===== src/hw/lps_consts.svh =====
// Constants for the low-power coprocessor I/O sequencer: opcodes, field positions, counts.
`ifndef LPS_CONSTS_SVH
`define LPS_CONSTS_SVH
// ----------------------------------------
// Opcodes
// ----------------------------------------
`define LPS_OP_REG_WR 4'h1
`define LPS_OP_REG_RD 4'h2
`define LPS_OP_I2C 4'h3
`define LPS_OP_SLEEP 4'h9
`define LPS_OP_HALT 4'hB
// ----------------------------------------
// Instruction fields
// ----------------------------------------
`define LPS_F_OP 31:28
`define LPS_F_HI 27:23
`define LPS_F_LO 22:18
`define LPS_F_WDATA 17:10
`define LPS_F_ADDR 9:0
`define LPS_F_SLP_SEL 2:0
`define LPS_F_I2C_RW 27
`define LPS_F_I2C_SEL 20:18
`define LPS_F_I2C_DATA 15:8
`define LPS_F_I2C_SUB 7:0
// ----------------------------------------
// Counts, addresses and bit positions
// ----------------------------------------
`define LPS_RD_MAX_W 6'h10
`define LPS_RD_ALL 16'hFFFF
`define LPS_WAKE_CYC 16'h0002
`define LPS_NUM_SLP 3'h5
`define LPS_TMR_EN_ADDR 10'h006
`define LPS_TMR_EN_BIT 0
`define LPS_ACK_BIT 4'h8
`define LPS_EVT_NACK 0
`define LPS_EVT_TMO 1
`define LPS_EVT_DONE 2
`endif


===== src/hw/lps_pkg.sv =====
// Types shared by the coprocessor I/O sequencer modules.
package lps_pkg;
  typedef enum logic [2:0] {
    SEQ_SLEEP = 3'b000,
    SEQ_WAKE = 3'b001,
    SEQ_SETTLE = 3'b010,
    SEQ_RUN = 3'b011,
    SEQ_HALT = 3'b100
  } lps_seq_t;
  typedef enum logic [2:0] {
    TW_IDLE = 3'b000,
    TW_START = 3'b001,
    TW_LOW = 3'b010,
    TW_HIGH = 3'b011,
    TW_STOP = 3'b100
  } lps_tw_t;
endpackage : lps_pkg


===== src/hw/lps_tmr_if.sv =====
// Link between the sequencer and the wake-up timer.
`timescale 1ns/1ps
`default_nettype none
interface lps_tmr_if #(parameter int TW = 24);
  logic run;
  logic tick;
  logic [TW-1:0] period;
  logic expire;
  modport seq (output run, output tick, output period, input expire);
  modport tmr (input run, input tick, input period, output expire);
endinterface : lps_tmr_if
`default_nettype wire


===== src/hw/lps_top.sv =====
// Coprocessor I/O sequencer: peripheral access, wake/sleep sequencing, two-wire master.
//
// Overview of operation
// (RULE1) Register read copies field end..start of addressed register into general register zero.
// (RULE2) Fields wider than 16 bits return the sixteen bits from the start bit.
// (RULE3) Peripheral addresses are 10-bit word addresses from the always-on control base.
// (RULE4) Register write opcode 1 writes an 8-bit immediate into the field.
// (RULE5) Field bits above the eighth are written as zero.
// (RULE6) Wake timer runs only while enabled; software or program may toggle the enable.
// (RULE7) Halt puts the coprocessor to sleep and starts the wake timer.
// (RULE8) On expiry the coprocessor powers up and starts at the entry address.
// (RULE9) After reset the program waits for one expiry of sleep period zero.
// (RULE10) Sleep-select instruction chooses the period register for following sleeps.
// (RULE11) Waking after expiry takes two clock cycles.
// (RULE12) After waking, wait the clock-settle count before running.
// (RULE13) After halt, two more cycles put the coprocessor to sleep.
// (RULE14) Clock line low and high times are separately programmable.
// (RULE15) Programmable cycles separate a falling clock edge from the next data change.
// (RULE16) Programmable waits after START and before STOP.
// (RULE17) A programmable timeout aborts a transaction.
// (RULE18) Software sets master select before any transfer instruction.
// (RULE19) Eight slave address slots; each transfer selects one.
// (RULE20) Read: addr+W, index, repeated START, addr+R, one byte, NACK, STOP.
// (RULE21) Write: addr+W, index, repeated START, addr+W, data byte, STOP.
// (RULE22) Data is sampled on falling clock edges; read byte goes to register zero.
// (RULE23) Default sleep period is register zero of five.
// (RULE24) Transfer failures latch as enable-gated status bits cleared by a clear input.
`timescale 1ns/1ps
`default_nettype none
`include "lps_consts.svh"
module lps_top #(
  parameter int TW = 24,
  parameter int CW = 16
) (
  // Clock and reset
  input wire logic clk,
  input wire logic rstn,
  // Wake timer control
  input wire logic slow_clk,
  input wire logic timer_en_set,
  input wire logic timer_en_clr,
  input wire logic [4:0][TW-1:0] sleep_period_regs,
  input wire logic [CW-1:0] clock_settle_wait,
  output logic wake_timer_enable,
  // Coprocessor power and start
  input wire logic [10:0] program_entry_address,
  output logic cp_powered,
  output logic cp_start,
  output logic [10:0] cp_pc,
  // Instruction port
  input wire logic instr_valid,
  input wire logic [31:0] instr_word,
  output logic instr_ready,
  output logic instr_done,
  output logic [15:0] general_reg_zero,
  // Peripheral register port
  output logic [9:0] per_addr,
  output logic per_rd,
  input wire logic [31:0] per_rdata,
  output logic per_wr,
  output logic [31:0] per_wdata,
  output logic [31:0] per_wmask,
  // Two-wire configuration and events
  input wire logic master_select,
  input wire logic [CW-1:0] scl_low_period,
  input wire logic [CW-1:0] scl_high_period,
  input wire logic [CW-1:0] sda_duty,
  input wire logic [CW-1:0] start_wait,
  input wire logic [CW-1:0] stop_wait,
  input wire logic [19:0] twi_timeout,
  input wire logic [7:0][6:0] target_address_slots,
  input wire logic [2:0] evt_enable,
  input wire logic [2:0] evt_clear,
  output logic [2:0] evt_status,
  // Two-wire pins
  input wire logic scl_i,
  output logic scl_o,
  output logic scl_oe,
  input wire logic sda_i,
  output logic sda_o,
  output logic sda_oe
);

  // ----------------------------------------
  // Input synchronisers
  // ----------------------------------------
  logic [2:0] sync_lvl;
  lps_sync #(.W(3)) u_sync (
    .clk(clk),
    .rstn(rstn),
    .din({scl_i, sda_i, slow_clk}),
    .lvl(sync_lvl)
  );
  wire slow_lvl = sync_lvl[0];
  wire sda_lvl = sync_lvl[1];
  wire scl_lvl = sync_lvl[2];
  logic slow_prev_ff;

  // ----------------------------------------
  // Instruction decode
  // ----------------------------------------
  lps_pkg::lps_seq_t seq_ff;
  logic [15:0] seq_cnt_ff;
  logic timer_en_ff;
  logic [2:0] sleep_sel_ff;
  logic i2c_busy_ff;
  logic tw_done;
  wire busy = per_rd | per_wr | i2c_busy_ff;
  wire [3:0] op = instr_word[`LPS_F_OP];
  wire accept = instr_valid && instr_ready;
  wire do_rd = accept && op == `LPS_OP_REG_RD;
  wire do_wr = accept && op == `LPS_OP_REG_WR;
  wire do_i2c = accept && op == `LPS_OP_I2C;
  wire do_halt = accept && op == `LPS_OP_HALT;
  wire do_sleep = accept && op == `LPS_OP_SLEEP;
  wire do_other = accept && !do_rd && !do_wr && !do_i2c;
  assign instr_ready = seq_ff == lps_pkg::SEQ_RUN && !busy;
  assign instr_done = per_rd | per_wr | tw_done | do_other;

  // ----------------------------------------
  // Peripheral read and write datapath
  // ----------------------------------------
  logic [4:0] rd_lo_ff, rd_hi_ff;
  wire [4:0] i_hi = instr_word[`LPS_F_HI];
  wire [4:0] i_lo = instr_word[`LPS_F_LO];
  wire [5:0] rd_width = 6'({1'b0, rd_hi_ff} - {1'b0, rd_lo_ff}) + 6'h01;
  wire [16:0] rd_small = (17'h00001 << rd_width) - 17'h00001;
  wire [15:0] rd_mask = (rd_width > `LPS_RD_MAX_W) ? `LPS_RD_ALL : rd_small[15:0]; // RULE2
  wire [31:0] rd_shift = per_rdata >> rd_lo_ff;
  wire [15:0] rd_val = rd_shift[15:0] & rd_mask; // RULE1
  wire [32:0] wr_span = (33'h000000001 << (6'(i_hi) + 6'h01)) - (33'h000000001 << i_lo);
  wire [31:0] wr_fmask = wr_span[31:0];
  wire [31:0] wr_data = (32'(instr_word[`LPS_F_WDATA]) << i_lo) & wr_fmask; // RULE5
  wire tmr_en_hit = per_wr && per_addr == `LPS_TMR_EN_ADDR && per_wmask[`LPS_TMR_EN_BIT];

  always_ff @(posedge clk or negedge rstn) begin
    if (!rstn) begin
      per_addr <= '0;
      per_rd <= 1'b0;
      per_wr <= 1'b0;
      per_wdata <= '0;
      per_wmask <= '0;
      rd_lo_ff <= '0;
      rd_hi_ff <= '0;
    end else begin
      per_rd <= do_rd;
      per_wr <= do_wr; // RULE4
      if (do_rd || do_wr) begin
        per_addr <= instr_word[`LPS_F_ADDR]; // RULE3
        rd_lo_ff <= i_lo;
        rd_hi_ff <= i_hi;
        per_wdata <= wr_data;
        per_wmask <= wr_fmask;
      end
    end
  end

  // ----------------------------------------
  // Wake-up timer and sequencer
  // ----------------------------------------
  lps_tmr_if #(.TW(TW)) tmr_bus ();
  lps_wake_timer #(.TW(TW)) u_timer (
    .clk(clk),
    .rstn(rstn),
    .tif(tmr_bus.tmr)
  );
  assign tmr_bus.run = seq_ff == lps_pkg::SEQ_SLEEP && timer_en_ff; // RULE6 RULE7
  assign tmr_bus.tick = slow_lvl && !slow_prev_ff;
  assign tmr_bus.period = sleep_period_regs[sleep_sel_ff]; // RULE23
  assign wake_timer_enable = timer_en_ff;
  assign cp_powered = seq_ff != lps_pkg::SEQ_SLEEP;
  wire [15:0] seq_inc = seq_cnt_ff + 16'h0001;
  wire wake_last = seq_inc == `LPS_WAKE_CYC;
  wire settle_last = seq_inc == 16'(clock_settle_wait);
  wire settle_skip = clock_settle_wait == '0;

  always_ff @(posedge clk or negedge rstn) begin
    if (!rstn) begin
      slow_prev_ff <= 1'b1;
      timer_en_ff <= 1'b0;
      sleep_sel_ff <= '0; // RULE9
    end else begin
      slow_prev_ff <= slow_lvl;
      if (timer_en_set) begin
        timer_en_ff <= 1'b1;
      end else if (timer_en_clr) begin
        timer_en_ff <= 1'b0;
      end else if (tmr_en_hit) begin
        timer_en_ff <= per_wdata[`LPS_TMR_EN_BIT]; // RULE6
      end
      if (do_sleep && instr_word[`LPS_F_SLP_SEL] < `LPS_NUM_SLP) begin
        sleep_sel_ff <= instr_word[`LPS_F_SLP_SEL]; // RULE10
      end
    end
  end

  always_ff @(posedge clk or negedge rstn) begin
    if (!rstn) begin
      seq_ff <= lps_pkg::SEQ_SLEEP;
      seq_cnt_ff <= '0;
      cp_start <= 1'b0;
      cp_pc <= '0;
    end else begin
      cp_start <= 1'b0;
      seq_cnt_ff <= seq_inc;
      unique case (seq_ff)
        lps_pkg::SEQ_SLEEP: begin
          seq_cnt_ff <= '0;
          if (tmr_bus.expire) begin
            seq_ff <= lps_pkg::SEQ_WAKE; // RULE8
          end
        end
        lps_pkg::SEQ_WAKE: begin
          if (wake_last) begin // RULE11
            seq_cnt_ff <= '0;
            seq_ff <= settle_skip ? lps_pkg::SEQ_RUN : lps_pkg::SEQ_SETTLE;
            cp_start <= settle_skip;
            cp_pc <= program_entry_address;
          end
        end
        lps_pkg::SEQ_SETTLE: begin
          if (settle_last) begin // RULE12
            seq_ff <= lps_pkg::SEQ_RUN;
            cp_start <= 1'b1;
            cp_pc <= program_entry_address; // RULE8
          end
        end
        lps_pkg::SEQ_RUN: begin
          seq_cnt_ff <= '0;
          if (do_halt) begin
            seq_ff <= lps_pkg::SEQ_HALT;
          end
        end
        lps_pkg::SEQ_HALT: begin
          if (wake_last) begin // RULE13
            seq_ff <= lps_pkg::SEQ_SLEEP;
          end
        end
        default: begin
          seq_ff <= lps_pkg::SEQ_SLEEP;
        end
      endcase
    end
  end

  // ----------------------------------------
  // Two-wire master
  // ----------------------------------------
  lps_pkg::lps_tw_t tw_ff;
  logic tw_rd_ff, phase_ff, rs_ff;
  logic [1:0] byte_ix_ff;
  logic [3:0] bit_ix_ff;
  logic [7:0] sh_ff, rx_ff, sub_ff, dat_ff;
  logic [6:0] addr_ff;
  logic [CW-1:0] cnt_ff;
  logic [19:0] tot_ff;
  logic tw_done_ff, tw_nack_ff, tw_tmo_ff;
  wire [7:0] byte_tbl [4];
  assign byte_tbl[0] = {addr_ff, 1'b0};
  assign byte_tbl[1] = sub_ff;
  assign byte_tbl[2] = {addr_ff, tw_rd_ff}; // RULE20 RULE21
  assign byte_tbl[3] = tw_rd_ff ? 8'hFF : dat_ff;
  wire [CW-1:0] cnt_inc = cnt_ff + CW'(1);
  wire low_end = cnt_inc == scl_low_period; // RULE14
  wire high_end = cnt_inc == scl_high_period;
  wire at_duty = cnt_ff == sda_duty; // RULE15
  wire ack_slot = bit_ix_ff == `LPS_ACK_BIT;
  wire tx_bit = ack_slot ? 1'b1 : sh_ff[7];
  wire ack_bad = ack_slot && sda_lvl && !(tw_rd_ff && byte_ix_ff == 2'h3);
  wire tw_go = do_i2c && master_select;
  wire tw_abort = tw_ff != lps_pkg::TW_IDLE && tot_ff == twi_timeout; // RULE17
  assign tw_done = tw_done_ff | (do_i2c && !master_select); // RULE18
  assign scl_o = 1'b0;
  assign sda_o = 1'b0;

  always_ff @(posedge clk or negedge rstn) begin
    if (!rstn) begin
      tw_ff <= lps_pkg::TW_IDLE;
      tw_rd_ff <= 1'b0;
      phase_ff <= 1'b0;
      rs_ff <= 1'b0;
      byte_ix_ff <= '0;
      bit_ix_ff <= '0;
      sh_ff <= '0;
      rx_ff <= '0;
      sub_ff <= '0;
      dat_ff <= '0;
      addr_ff <= '0;
      cnt_ff <= '0;
      tot_ff <= '0;
      scl_oe <= 1'b0;
      sda_oe <= 1'b0;
      tw_done_ff <= 1'b0;
      tw_nack_ff <= 1'b0;
      tw_tmo_ff <= 1'b0;
    end else begin
      tw_done_ff <= 1'b0;
      tw_nack_ff <= 1'b0;
      tw_tmo_ff <= 1'b0;
      cnt_ff <= cnt_inc;
      tot_ff <= (tw_ff == lps_pkg::TW_IDLE) ? '0 : tot_ff + 20'h00001;
      if (tw_abort) begin
        tw_ff <= lps_pkg::TW_IDLE;
        scl_oe <= 1'b0;
        sda_oe <= 1'b0;
        tw_tmo_ff <= 1'b1;
        tw_done_ff <= 1'b1;
      end else begin
        unique case (tw_ff)
          lps_pkg::TW_IDLE: begin
            cnt_ff <= '0;
            if (tw_go) begin
              tw_ff <= lps_pkg::TW_START;
              tw_rd_ff <= !instr_word[`LPS_F_I2C_RW];
              addr_ff <= target_address_slots[instr_word[`LPS_F_I2C_SEL]]; // RULE19
              sub_ff <= instr_word[`LPS_F_I2C_SUB];
              dat_ff <= instr_word[`LPS_F_I2C_DATA];
              byte_ix_ff <= '0;
              phase_ff <= 1'b0;
            end
          end
          lps_pkg::TW_START: begin
            if (!phase_ff && high_end) begin
              sda_oe <= 1'b1;
              phase_ff <= 1'b1;
              cnt_ff <= '0;
            end else if (phase_ff && cnt_inc == start_wait) begin // RULE16
              tw_ff <= lps_pkg::TW_LOW;
              scl_oe <= 1'b1;
              rs_ff <= 1'b0;
              sh_ff <= byte_tbl[byte_ix_ff];
              bit_ix_ff <= '0;
              cnt_ff <= '0;
            end
          end
          lps_pkg::TW_LOW: begin
            if (at_duty) begin
              sda_oe <= rs_ff ? 1'b0 : !tx_bit;
            end
            if (low_end) begin
              tw_ff <= rs_ff ? lps_pkg::TW_START : lps_pkg::TW_HIGH;
              phase_ff <= 1'b0;
              scl_oe <= 1'b0;
              cnt_ff <= '0;
            end
          end
          lps_pkg::TW_HIGH: begin
            if (!scl_lvl) begin
              cnt_ff <= cnt_ff;
            end else if (high_end) begin
              scl_oe <= 1'b1;
              cnt_ff <= '0;
              if (!ack_slot) begin
                rx_ff <= {rx_ff[6:0], sda_lvl}; // RULE22
                sh_ff <= {sh_ff[6:0], 1'b1};
                bit_ix_ff <= bit_ix_ff + 4'h1;
                tw_ff <= lps_pkg::TW_LOW;
              end else if (ack_bad || byte_ix_ff == 2'h3) begin
                tw_nack_ff <= ack_bad;
                tw_ff <= lps_pkg::TW_STOP;
                phase_ff <= 1'b0;
              end else begin
                byte_ix_ff <= byte_ix_ff + 2'h1;
                rs_ff <= byte_ix_ff == 2'h1;
                sh_ff <= byte_tbl[byte_ix_ff + 2'h1];
                bit_ix_ff <= '0;
                tw_ff <= lps_pkg::TW_LOW;
              end
            end
          end
          lps_pkg::TW_STOP: begin
            if (!phase_ff) begin
              if (at_duty) begin
                sda_oe <= 1'b1;
              end
              if (low_end) begin
                scl_oe <= 1'b0;
                phase_ff <= 1'b1;
                cnt_ff <= '0;
              end
            end else if (cnt_inc == stop_wait) begin // RULE16
              sda_oe <= 1'b0;
              tw_ff <= lps_pkg::TW_IDLE;
              tw_done_ff <= 1'b1;
            end
          end
          default: begin
            tw_ff <= lps_pkg::TW_IDLE;
          end
        endcase
      end
    end
  end

  // ----------------------------------------
  // Register zero, transfer busy and events
  // ----------------------------------------
  logic [2:0] evt_ff;
  wire [2:0] evt_hit = {tw_done_ff, tw_tmo_ff, tw_nack_ff} & evt_enable; // RULE24
  assign evt_status = evt_ff;
  always_ff @(posedge clk or negedge rstn) begin
    if (!rstn) begin
      general_reg_zero <= '0;
      i2c_busy_ff <= 1'b0;
      evt_ff <= '0;
    end else begin
      evt_ff <= (evt_ff & ~evt_clear) | evt_hit;
      i2c_busy_ff <= tw_go | (i2c_busy_ff & !tw_done_ff);
      if (per_rd) begin
        general_reg_zero <= rd_val; // RULE1
      end else if (tw_done_ff && tw_rd_ff && !tw_nack_ff && !tw_tmo_ff) begin
        general_reg_zero <= {8'h00, rx_ff}; // RULE22
      end
    end
  end
endmodule : lps_top
`default_nettype wire


===== src/hw/lps_sync.sv =====
// Three-stage synchroniser with agreement filter for asynchronous inputs.
`timescale 1ns/1ps
`default_nettype none
module lps_sync #(
  parameter int W = 1
) (
  // Clock and reset
  input wire logic clk,
  input wire logic rstn,
  // Asynchronous in, filtered level out
  input wire logic [W-1:0] din,
  output logic [W-1:0] lvl
);
  logic [W-1:0] s1_ff, s2_ff, s3_ff, lvl_ff;
  wire [W-1:0] nxt_lvl = (s2_ff & s3_ff) | (lvl_ff & (s2_ff | s3_ff));
  always_ff @(posedge clk or negedge rstn) begin
    if (!rstn) begin
      s1_ff <= '1;
      s2_ff <= '1;
      s3_ff <= '1;
      lvl_ff <= '1;
    end else begin
      s1_ff <= din;
      s2_ff <= s1_ff;
      s3_ff <= s2_ff;
      lvl_ff <= nxt_lvl;
    end
  end
  assign lvl = lvl_ff;
endmodule : lps_sync
`default_nettype wire


===== src/hw/lps_wake_timer.sv =====
// Wake-up timer counting slow clock ticks up to the selected sleep period.
`timescale 1ns/1ps
`default_nettype none
module lps_wake_timer #(
  parameter int TW = 24
) (
  // Clock and reset
  input wire logic clk,
  input wire logic rstn,
  // Sequencer link
  lps_tmr_if.tmr tif
);
  logic [TW-1:0] cnt_ff;
  wire [TW-1:0] cnt_inc = cnt_ff + TW'(1);
  wire hit = tif.run && tif.tick && (cnt_inc >= tif.period);
  wire [TW-1:0] nxt_cnt = !tif.run ? '0 : hit ? '0 : tif.tick ? cnt_inc : cnt_ff;
  always_ff @(posedge clk or negedge rstn) begin
    if (!rstn) begin
      cnt_ff <= '0;
    end else begin
      cnt_ff <= nxt_cnt;
    end
  end
  assign tif.expire = hit;
endmodule : lps_wake_timer
`default_nettype wire


===== config.mk =====
export PLATFORM = sky130hd
export DESIGN_NAME = lps_top
export DESIGN_NICKNAME = d
export VERILOG_FILES = /design/src/hw/lps_pkg.sv /design/src/hw/lps_tmr_if.sv /design/src/hw/lps_top.sv /design/src/hw/lps_sync.sv /design/src/hw/lps_wake_timer.sv
export VERILOG_INCLUDE_DIRS = /design/src /design/src/hw
export SDC_FILE = /design/constraint.sdc
export NUM_CORES = 1
export LEC_CHECK = 0
export ABC_AREA = 1
export BUFFER_PORTS_ARGS = -buffer_cell sky130_fd_sc_hd__buf_4
export CORE_ASPECT_RATIO = 0.9
export CORE_MARGIN = 5
export CORE_UTILIZATION = 40
export CTS_BUF_LIST = sky130_fd_sc_hd__clkbuf_4 sky130_fd_sc_hd__clkbuf_8 sky130_fd_sc_hd__clkbuf_16
export CTS_CLUSTER_SIZE = 28
export DETAILED_ROUTE_END_ITERATION = 10
export PLACE_DENSITY = 0.72
export SYNTH_ARGS = -nofsm -noshare
export SYNTH_HDL_FRONTEND = slang
export SYNTH_HIERARCHICAL = 1
export SYNTH_SLANG_ARGS = --single-unit

===== constraint.sdc =====
create_clock -name clk -period 10.1 [get_ports clk]
set_input_delay 1.515 -clock clk [delete_from_list [all_inputs] [get_ports clk]]
set_output_delay 1.515 -clock clk [all_outputs]
set_load 0.01 [all_outputs]

### Word level (Yosys, flattened, before mapping)

Index checks and enable logic that the tools add are counted.

* add/subtract/negate cells: 11
* magnitude comparators: 7
* equal/unequal tests: 55
* shift-type cells: 5
* mux-type cells: 121
* bitwise operators: 21
* reduce and logical (&&, ||, !) cells: 68

Operators by type and width (number)
* 2-to-1 mux 16 bit: 11
* == test 16 bit: 6
* 2-to-1 mux 24 bit: 4
* 2-to-1 mux 8 bit: 11
* one-hot mux 16 bit (5 select lines): 1
* binary-select mux 24 bit (select 3 bit): 1
* 2-to-1 mux 3 bit: 16
* 2-to-1 mux 1 bit: 46
* inequality test 3 bit (second input constant): 12
* adder 16 x 1 -> 16 bit (second input constant): 2
* bitwise AND 32 bit: 1
* binary-select mux 8 bit (select 2 bit): 2
* one-hot mux 16 bit (2 select lines): 1
* << shifter 1 x 5 -> 32 bit (first input constant): 1
* << shifter 1 x 6 -> 32 bit (first input constant): 1
* << shifter 8 x 5 -> 32 bit: 1
* right shift 32 x 5 -> 16 bit: 1
* subtractor 32 bit: 1
* one-hot mux 3 bit (5 select lines): 2
* logical AND 1 bit: 28
* inequality test 2 bit (second input constant): 13
* adder 24 x 1 -> 24 bit (second input constant): 1
* >= comparator 24 bit: 1
* 2-to-1 mux 4 bit: 6
* other kinds (62): 118

* flip-flop bits (word level): 270
* input bits: 382
* logic and storage cells: 328

### Logic depth before layout (Yosys ltp)

Gate-level depths: netlist of run 1.

* word-level depth: 11
* gate-level depth with buffers: 24
* depth with buffers taken out: 23

### By module

The synthesis of run 1 kept the hierarchy.

Modules (own cells, without submodules)
* lps_top: times used 1, cells an instance 3173, area each 19956.6 µm², sequential area each 5856.9 µm²
* lps_wake_timer: times used 1, cells an instance 414, area each 2478.6 µm², sequential area each 600.6 µm²
* lps_sync: times used 1, cells an instance 24, area each 364.1 µm², sequential area each 315.3 µm²

### Least setup slack after synthesis of run 1

OpenSTA, ideal clock, no wires.

* path kind: input -> register
* from: in instr_word[20]
* to: reg per_wmask[23]
* data arrival time: 4.071 ns
* required time: 9.982 ns
* path slack: 5.911 ns
* stages: 19
* path buffers: 3
* path through: clkbuf_1 inv_1 buf_1 buf_1 nor2_1 nand2_1 ha_1 nand2_1 o21ai_0 a21oi_1 o21ai_0 a21o_1 nand2_1 nand2_1 nand2_1 nand2_1 nand2_1 nand3_1 nand2_1

* longest elaborated chain between the ends: 2

RTL lines
* start, declared: line lps_top.sv:52 `input wire logic [31:0] instr_word,`
* << shifter 1 x 5 -> 32 bit: line lps_top.sv:131 `wire [32:0] wr_span = (33'h000000001 << (6'(i_hi) + 6'h01)) - (33'h000000001 << i_lo);`
* subtractor 32 bit: line lps_top.sv:131
* end signal, assigned: line lps_top.sv:153 `per_wmask <= wr_fmask;`
* end, declared: line lps_top.sv:62 `output logic [31:0] per_wmask,`

Every way passes these cells.
A chain may end at the register's enable or synchronous reset.

### Worst setup path after layout of run 1

* from: reg rd_lo_ff[2]
* to: reg general_reg_zero[8]

* longest elaborated chain between the ends: 7

RTL lines
* start, declared: line lps_top.sv:123 `logic [4:0] rd_lo_ff, rd_hi_ff;`
* start signal, assigned: line lps_top.sv:150 `rd_lo_ff <= i_lo;`
* subtractor 5 x 5 -> 6 bit: line lps_top.sv:126 `wire [5:0] rd_width = 6'({1'b0, rd_hi_ff} - {1'b0, rd_lo_ff}) + 6'h01;`
* adder 6 x 1 -> 6 bit: line lps_top.sv:126
* << shifter 1 x 6 -> 16 bit: line lps_top.sv:127 `wire [16:0] rd_small = (17'h00001 << rd_width) - 17'h00001;`
* subtractor 16 x 1 -> 16 bit: line lps_top.sv:127
* 2-to-1 mux 16 bit: line lps_top.sv:128 `` wire [15:0] rd_mask = (rd_width > `LPS_RD_MAX_W) ? `LPS_RD_ALL : rd_small[15:0]; ``
* bitwise AND 16 bit *: line lps_top.sv:130 `wire [15:0] rd_val = rd_shift[15:0] & rd_mask;`
* 2-to-1 mux 16 bit *: line lps_top.sv:409 `if (per_rd) begin`
* end signal, assigned: line lps_top.sv:410 `general_reg_zero <= rd_val;`
* end signal, assigned: line lps_top.sv:412 `general_reg_zero <= {8'h00, rx_ff};`
* end, declared: line lps_top.sv:55 `output logic [15:0] general_reg_zero,`

Mark *: on every way between the ends. The rest lies on a longest branch, timed or not.

==> impl_metrics.json, run 1 <==
{
  "crit_chain": "clkinv_1 -> ha_1 -> inv_1 -> fa_1 -> inv_1 -> nand3_1 -> nand2_1 -> xor2_1 -> nand2_1 -> nor2_1 -> nand3_1 -> ha_1 -> inv_1 -> nor2_1 -> nand3_1 -> nor2_1 -> nand2_1 -> nand3_1 -> nand3_1 -> nand2_1",
  "synth_area_leaders": "dfrtp_1 (28%), nand2_1 (19%), inv_1 (7.0%), nor2_1 (6.5%), o21ai_0 (5.6%)",
  "drt-met1-wl_mm": 38.6,
  "cp-startpoint": "rd_lo_ff[2]$_DFFE_PN0P_",
  "synth_top_family_by_area": "simple AND/OR/NAND/NOR gates",
  "post-place-cells": 4760,
  "min_delay_worst_endpoint": "u_sync/s2_ff[1]$_DFF_PN1_",
  "p_switching_mw": 1.36,
  "critical_path_class": "register to register",
  "crit_fanout": 34,
  "cp.required_ps": 10510,
  "seq_area_frac_synth_pct": 29.7,
  "setup_slack_ps": 4970,
  "grt_overflow_total": 0,
  "hold_ws_ps": 354,
  "cp-start-kind": "register",
  "place_area_mm2": 0.0270,
  "max-cap-violations": 0,
  "cp.arrival_ps": 5550,
  "met2_length_mm": 38.4,
  "dpl_worst_slack_ps": 4600,
  "finClkSkew_ps": 32.5,
  "dieArea_mm2": 0.0619,
  "grt_pass1_vias": 23800,
  "grt_pass1_wl_mm": 132,
  "cts-buffers-inserted": 34,
  "cts_tree": "built",
  "crit_path_max_incr_delay_ps": 980,
  "synthMuxAreaShare_pct": 0.527,
  "combinationalPowerShare_pct": 32.6,
  "hp-class": "register to register",
  "io_pins": 497,
  "finalHoldViolations": 0,
  "outcome": "complete, no violations",
  "crit_slowest_cell": "dfrtp_1",
  "synth_warnings": 6,
  "cp_common_cell": "nand3_1",
  "vdd_drop_max_v": 0.000126,
  "rrSetupSlack_ps": 4970,
  "synth-xor-area-share_pct": 2.94,
  "syn_to_final_growth_pct": 23.7,
  "power.internal_mw": 2.39,
  "core_region_area_mm2": 0.0567,
  "period_needed_ps": 5130,
  "slew_headroom_pct": 25.1,
  "synth_area_per_cell_um2": 6.31,
  "grt_setup_unrepaired": "false",
  "reg2reg_depth": 20,
  "vias_per_cell": 5.28,
  "drtIter0Drc": 2403,
  "r2r-start": "rd_lo_ff[2]$_DFFE_PN0P_",
  "swShare_pct": 36.3,
  "r2r_end": "general_reg_zero[8]$_DFFE_PN0P_",
  "drc": 0,
  "die_y_um": 236,
  "fill_cells": 5821,
  "synth-simple-area-share_pct": 37.9,
  "ys_ff_latch": 270,
  "total_power_mw": 3.75,
  "post-route-cell-area_mm2": 0.0282,
  "synthesis.area_mm2": 0.0228,
  "max_slew.worst_pin.slew_ps": 1120,
  "drt-total-wl_mm": 86.5,
  "synth_edf_count": 0,
  "fin_util_pct": 49.7,
  "track_usage_pct": 26.6,
  "powerDensity_mw_per_mm2": 133,
  "final_cells": 4819,
  "crit_buf_inv": 4,
  "clock_latency_ps": 560,
  "min_path_cells": 0,
  "top_layer": "met4",
  "postRouteAntennaNets": 0,
  "drt_first_pass_iters": 6,
  "antenna_found_initial": 2,
  "synth_top_area_share_pct": 28.2,
  "synthAdderAreaFrac_pct": 4.24,
  "die_x_um": 262,
  "yosysMostFrequentCell": "nand2_1",
  "setup_viol_count_final": 0,
  "synth_cells": 3611,
  "htree_levels": 2,
  "routabilityCongestion": 1.02,
  "cts_buffer_depth": 3,
  "wl_met3_mm": 6.72,
  "synth_cell_types": 69,
  "post_cts_buffers": 0,
  "clockPowerShare_pct": 33.9,
  "final_max_slew_viol_count": 0,
  "path_clk_slew_ps": 60,
  "start_util_pct": 40.2,
  "numPortBuffers": 494,
  "crit_path_end_kind": "register",
  "cts_root_buf": "clkbuf_16",
  "finalCritPeriodShare_pct": 50.8,
  "setup_tns_ps": 0,
  "hold_buffers": 0,
  "vias": 25400,
  "cts_resized": 0,
  "pwr-share-seq_pct": 33.5,
  "yosys-top-cells-count": "nand2_1 (1164), inv_1 (425), nor2_1 (392)",
  "yosysTopAreaCell": "dfrtp_1",
  "drive_gt1_share_pct": 17.6,
  "clock-sinks": 270,
  "synthArstFlopShare_pct": 100,
  "grt_max_degree": 110,
  "rows": 83,
  "cp.depth": 20,
  "final_nets": 4489,
  "hpwl_mm": 69.0,
  "ys.flop_type": "dfrtp_1",
  "synth_compound_area_share_pct": 15.1,
  "path_delay_family": "simple AND/OR/NAND/NOR gates",
  "fmax_mhz": 195,
  "min-delay-start": "u_sync/s1_ff[1]$_DFF_PN1_",
  "wl_per_cell_um": 17.9,
  "p_leak_nw": 15.0
}
-- placed cells by master, fill, tap and decap left out, types with 34 or more instances in the layout --
cell / instances
buf_4: 506
nand3_1: 206
xor2_1: 53
nand2_1: 1164
nor2_1: 390
a21oi_1: 173
inv_1: 425
dfrtp_1: 257
nand4_1: 71
or2_2: 34
ha_1: 74
clkbuf_16: 34
o21ai_0: 255
-- state kept, by name, indices dropped and copies added (netlist names), 10 cells and up --
signal / flops
cnt_ff: 16
cp_pc: 11
general_reg_zero: 16
per_addr: 10
per_wdata: 32
per_wmask: 32
seq_cnt_ff: 16
tot_ff: 20
u_timer/cnt_ff: 24
-- power by group through the flow --
stage          Combinational (mW)  Clock (mW)  Sequential (mW)
3_5_place_dp                 1.20           0             1.27
2_1_floorplan               0.809           0             1.25
3_3_place_gp                 1.20           0             1.27
4_1_cts                      1.21        1.31             1.25
5_1_grt                      1.36        1.34             1.27
6_report                     1.22        1.27             1.25
-- final cells by class --
type	count	area, µm²	share of cell area, %
inverters	437	1640	5.82
diodes	2	5.00	0.0177
repair buffers	508	3830	13.6
multi-input cells	2780	13800	49.1
clock buffers	48	1010	3.57
clock inverters	9	139	0.493
well taps	765	957	3.39
flip-flops and latches	270	6770	24.0
-- cell families (layout without fill, tap and decap cells) --
kind of cell	count (synthesis)	after routing
AND/OR/NAND/NOR	2020	2020
AO/OA/AOI/OAI	594	594
buffers and inverters	562	1002
flip-flops	270	270
adder cells (fa/ha/maj)	76	76
XOR/XNOR	75	75
multiplexers	12	12
other	2	5
-- layer usage --
layer  vias to the layer above  track usage, %
met5                         -               0
li1                      12500               -
met1                     11800            38.1
met3                       157            4.50
met4                         0            7.88
met2                       994            41.3
-- how the worst max path moves through the flow --
stage / endpoint / slack [ps]
after floorplan: per_wmask[23]$_DFFE_PN0P_ / 5910
after global placement: per_wdata[22]$_DFFE_PN0P_ / 4670
after detailed placement: per_wdata[22]$_DFFE_PN0P_ / 4600
after CTS: general_reg_zero[8]$_DFFE_PN0P_ / 5020
after global routing: general_reg_zero[8]$_DFFE_PN0P_ / 4320
final: general_reg_zero[8]$_DFFE_PN0P_ / 4970
(Power assumes the default switching activity.)
==> run 2, diff against run 1 <==
==> constraint.sdc (replaced) <==
create_clock -name clk -period 5 [get_ports clk]
set_input_delay 0.75 -clock clk [delete_from_list [all_inputs] [get_ports clk]]
set_output_delay 0.75 -clock clk [all_outputs]
set_load 0.01 [all_outputs]
==> impl_metrics.json, run 2 (synthesis gave the netlist of run 1 again) <==
{
  "finClkSkew_ps": 33.8,
  "drtIter0Drc": 2464,
  "final_nets": 4504,
  "max-cap-violations": 0,
  "fmax_mhz": 252,
  "cts_root_buf": "clkbuf_16",
  "slew_headroom_pct": 28.5,
  "vias_per_cell": 5.27,
  "cts_resized": 0,
  "max_slew.worst_pin.slew_ps": 1070,
  "swShare_pct": 36.0,
  "cp.required_ps": 5470,
  "cts_tree": "built",
  "hpwl_mm": 69.8,
  "drc": 0,
  "place_area_mm2": 0.0272,
  "hp-class": "input port to async pin",
  "fin_util_pct": 50.2,
  "combinationalPowerShare_pct": 31.8,
  "period_needed_ps": 3970,
  "post-route-cell-area_mm2": 0.0285,
  "outcome": "complete, no violations",
  "core_region_area_mm2": 0.0567,
  "grt_overflow_total": 0,
  "setup_viol_count_final": 0,
  "hold_buffers": 0,
  "drive_gt1_share_pct": 18.0,
  "multi_input_area_mm2": 0.0138,
  "antenna_found_initial": 2,
  "cts-buffers-inserted": 34,
  "clock_latency_ps": 560,
  "cts_buffer_depth": 3,
  "rrSetupSlack_ps": 1030,
  "fill_cells": 5801,
  "post_cts_buffers": 0,
  "r2r-start": "sleep_sel_ff[2]$_DFFE_PN0P_",
  "crit_fanout": 26,
  "rows": 83,
  "final_cells": 4839,
  "hold_ws_ps": 263,
  "reg.largest.list": "per_wdata x32, per_wmask x32, u_timer/cnt_ff x24",
  "syn_to_final_growth_pct": 24.8,
  "grt_setup_unrepaired": "false",
  "register_area_mm2": 0.00677,
  "cp-start-kind": "register",
  "vdd_drop_max_v": 0.000247,
  "htree_levels": 2,
  "path_clk_slew_ps": 60,
  "die_x_um": 262,
  "pwr-share-seq_pct": 32.5,
  "r2r_end": "seq_ff[0]$_DFFE_PN0P_",
  "post-place-cells": 4775,
  "total_power_mw": 7.81,
  "routabilityCongestion": 0.982,
  "start_util_pct": 40.2,
  "io_pins": 497,
  "wl_per_cell_um": 17.9,
  "p_leak_nw": 15.1,
  "cp-startpoint": "sleep_sel_ff[2]$_DFFE_PN0P_",
  "powerDensity_mw_per_mm2": 275,
  "power.internal_mw": 5.00,
  "final_common_cell": "nand2_1",
  "grt_max_degree": 115,
  "clockPowerShare_pct": 35.8,
  "finalCritPeriodShare_pct": 79.4,
  "crit_path_end_kind": "register",
  "final_max_slew_viol_count": 0,
  "setup_slack_ps": 1030,
  "reg2reg_depth": 18,
  "track_usage_pct": 26.7,
  "grt_pass1_vias": 23700,
  "clock-sinks": 270,
  "critical_path_class": "register to register",
  "most-common-layout-cells": "nand2_1 (1164), buf_4 (520), inv_1 (425)",
  "vias": 25500,
  "endpoint": "seq_ff[0]$_DFFE_PN0P_",
  "numPortBuffers": 494,
  "die_y_um": 236,
  "drt_first_pass_iters": 6,
  "p_switching_mw": 2.81,
  "cp.arrival_ps": 4450,
  "postRouteAntennaNets": 0,
  "dpl_worst_slack_ps": 800,
  "dieArea_mm2": 0.0619,
  "setup_tns_ps": 0,
  "drt-total-wl_mm": 86.7,
  "grt_pass1_wl_mm": 133,
  "finalHoldViolations": 0
}
run 2: changes by cell type in the layout (fill, tap and decap cells not counted), sizes merged:
cell	before	now
clkbuf	48	44
clkinvlp	0	2
inv	435	438
buf	508	523
diode	2	3
bufinv	3	6
run 2: worst min path at each step:
stage                              startpoint  cells past startpoint                   endpoint  slack, ps
finish                                   rstn                      1        tot_ff[9]$_DFF_PN0_        260
global route                            sda_i                      1  u_sync/s1_ff[1]$_DFF_PN1_        280
floorplan           u_sync/s1_ff[0]$_DFF_PN1_                      0  u_sync/s2_ff[0]$_DFF_PN1_        350
detailed placement  u_sync/s1_ff[0]$_DFF_PN1_                      0  u_sync/s2_ff[0]$_DFF_PN1_        350
global placement    u_sync/s1_ff[0]$_DFF_PN1_                      0  u_sync/s2_ff[0]$_DFF_PN1_        350
CTS                                     sda_i                      1  u_sync/s1_ff[1]$_DFF_PN1_        280
run 2: cell type report:
cell class              count  area share (%)
multi-input cells        2780            48.7
flip-flops and latches    270            23.8
repair buffers            523            13.9
inverters                 437            5.76
clock buffers              44            3.49
well taps                 765            3.36
clock inverters            17           0.981
diodes                      3          0.0264
run 2: worst max-delay path: stages (launching register included):
cell and delay (ps):
dfrtp_1 340, buf_4 300, nand3_1 540, o21ai_0 420
inv_1 80, ha_1 310, a21oi_1 160, nand2_1 70
nand2_1 50, nand2_1 60, nand2_1 60, nand2_1 60
nor2_2 820, nor2_1 140, o21ai_0 200, a21oi_1 70
nand3_1 110, nand2_1 60, nand2_1 50
run 2: power groups by stage:
stage	clock network [mW]	logic (mW)	registers, mW
after floorplan	0	1.63	2.53
after global placement	0	2.43	2.56
after detailed placement	0	2.45	2.57
after CTS	2.86	2.46	2.53
after global routing	2.94	2.77	2.56
final	2.80	2.48	2.54
run 2: metal layers:
layer | GRT usage (%) | wire (µm) | vias up
li1 | - | - | 12600
met1 | 37.8 | 38500 | 11800
met2 | 42.8 | 39600 | 964
met3 | 4.60 | 6490 | 143
met4 | 6.34 | 2110 | 0
met5 | 0 | 0 | -
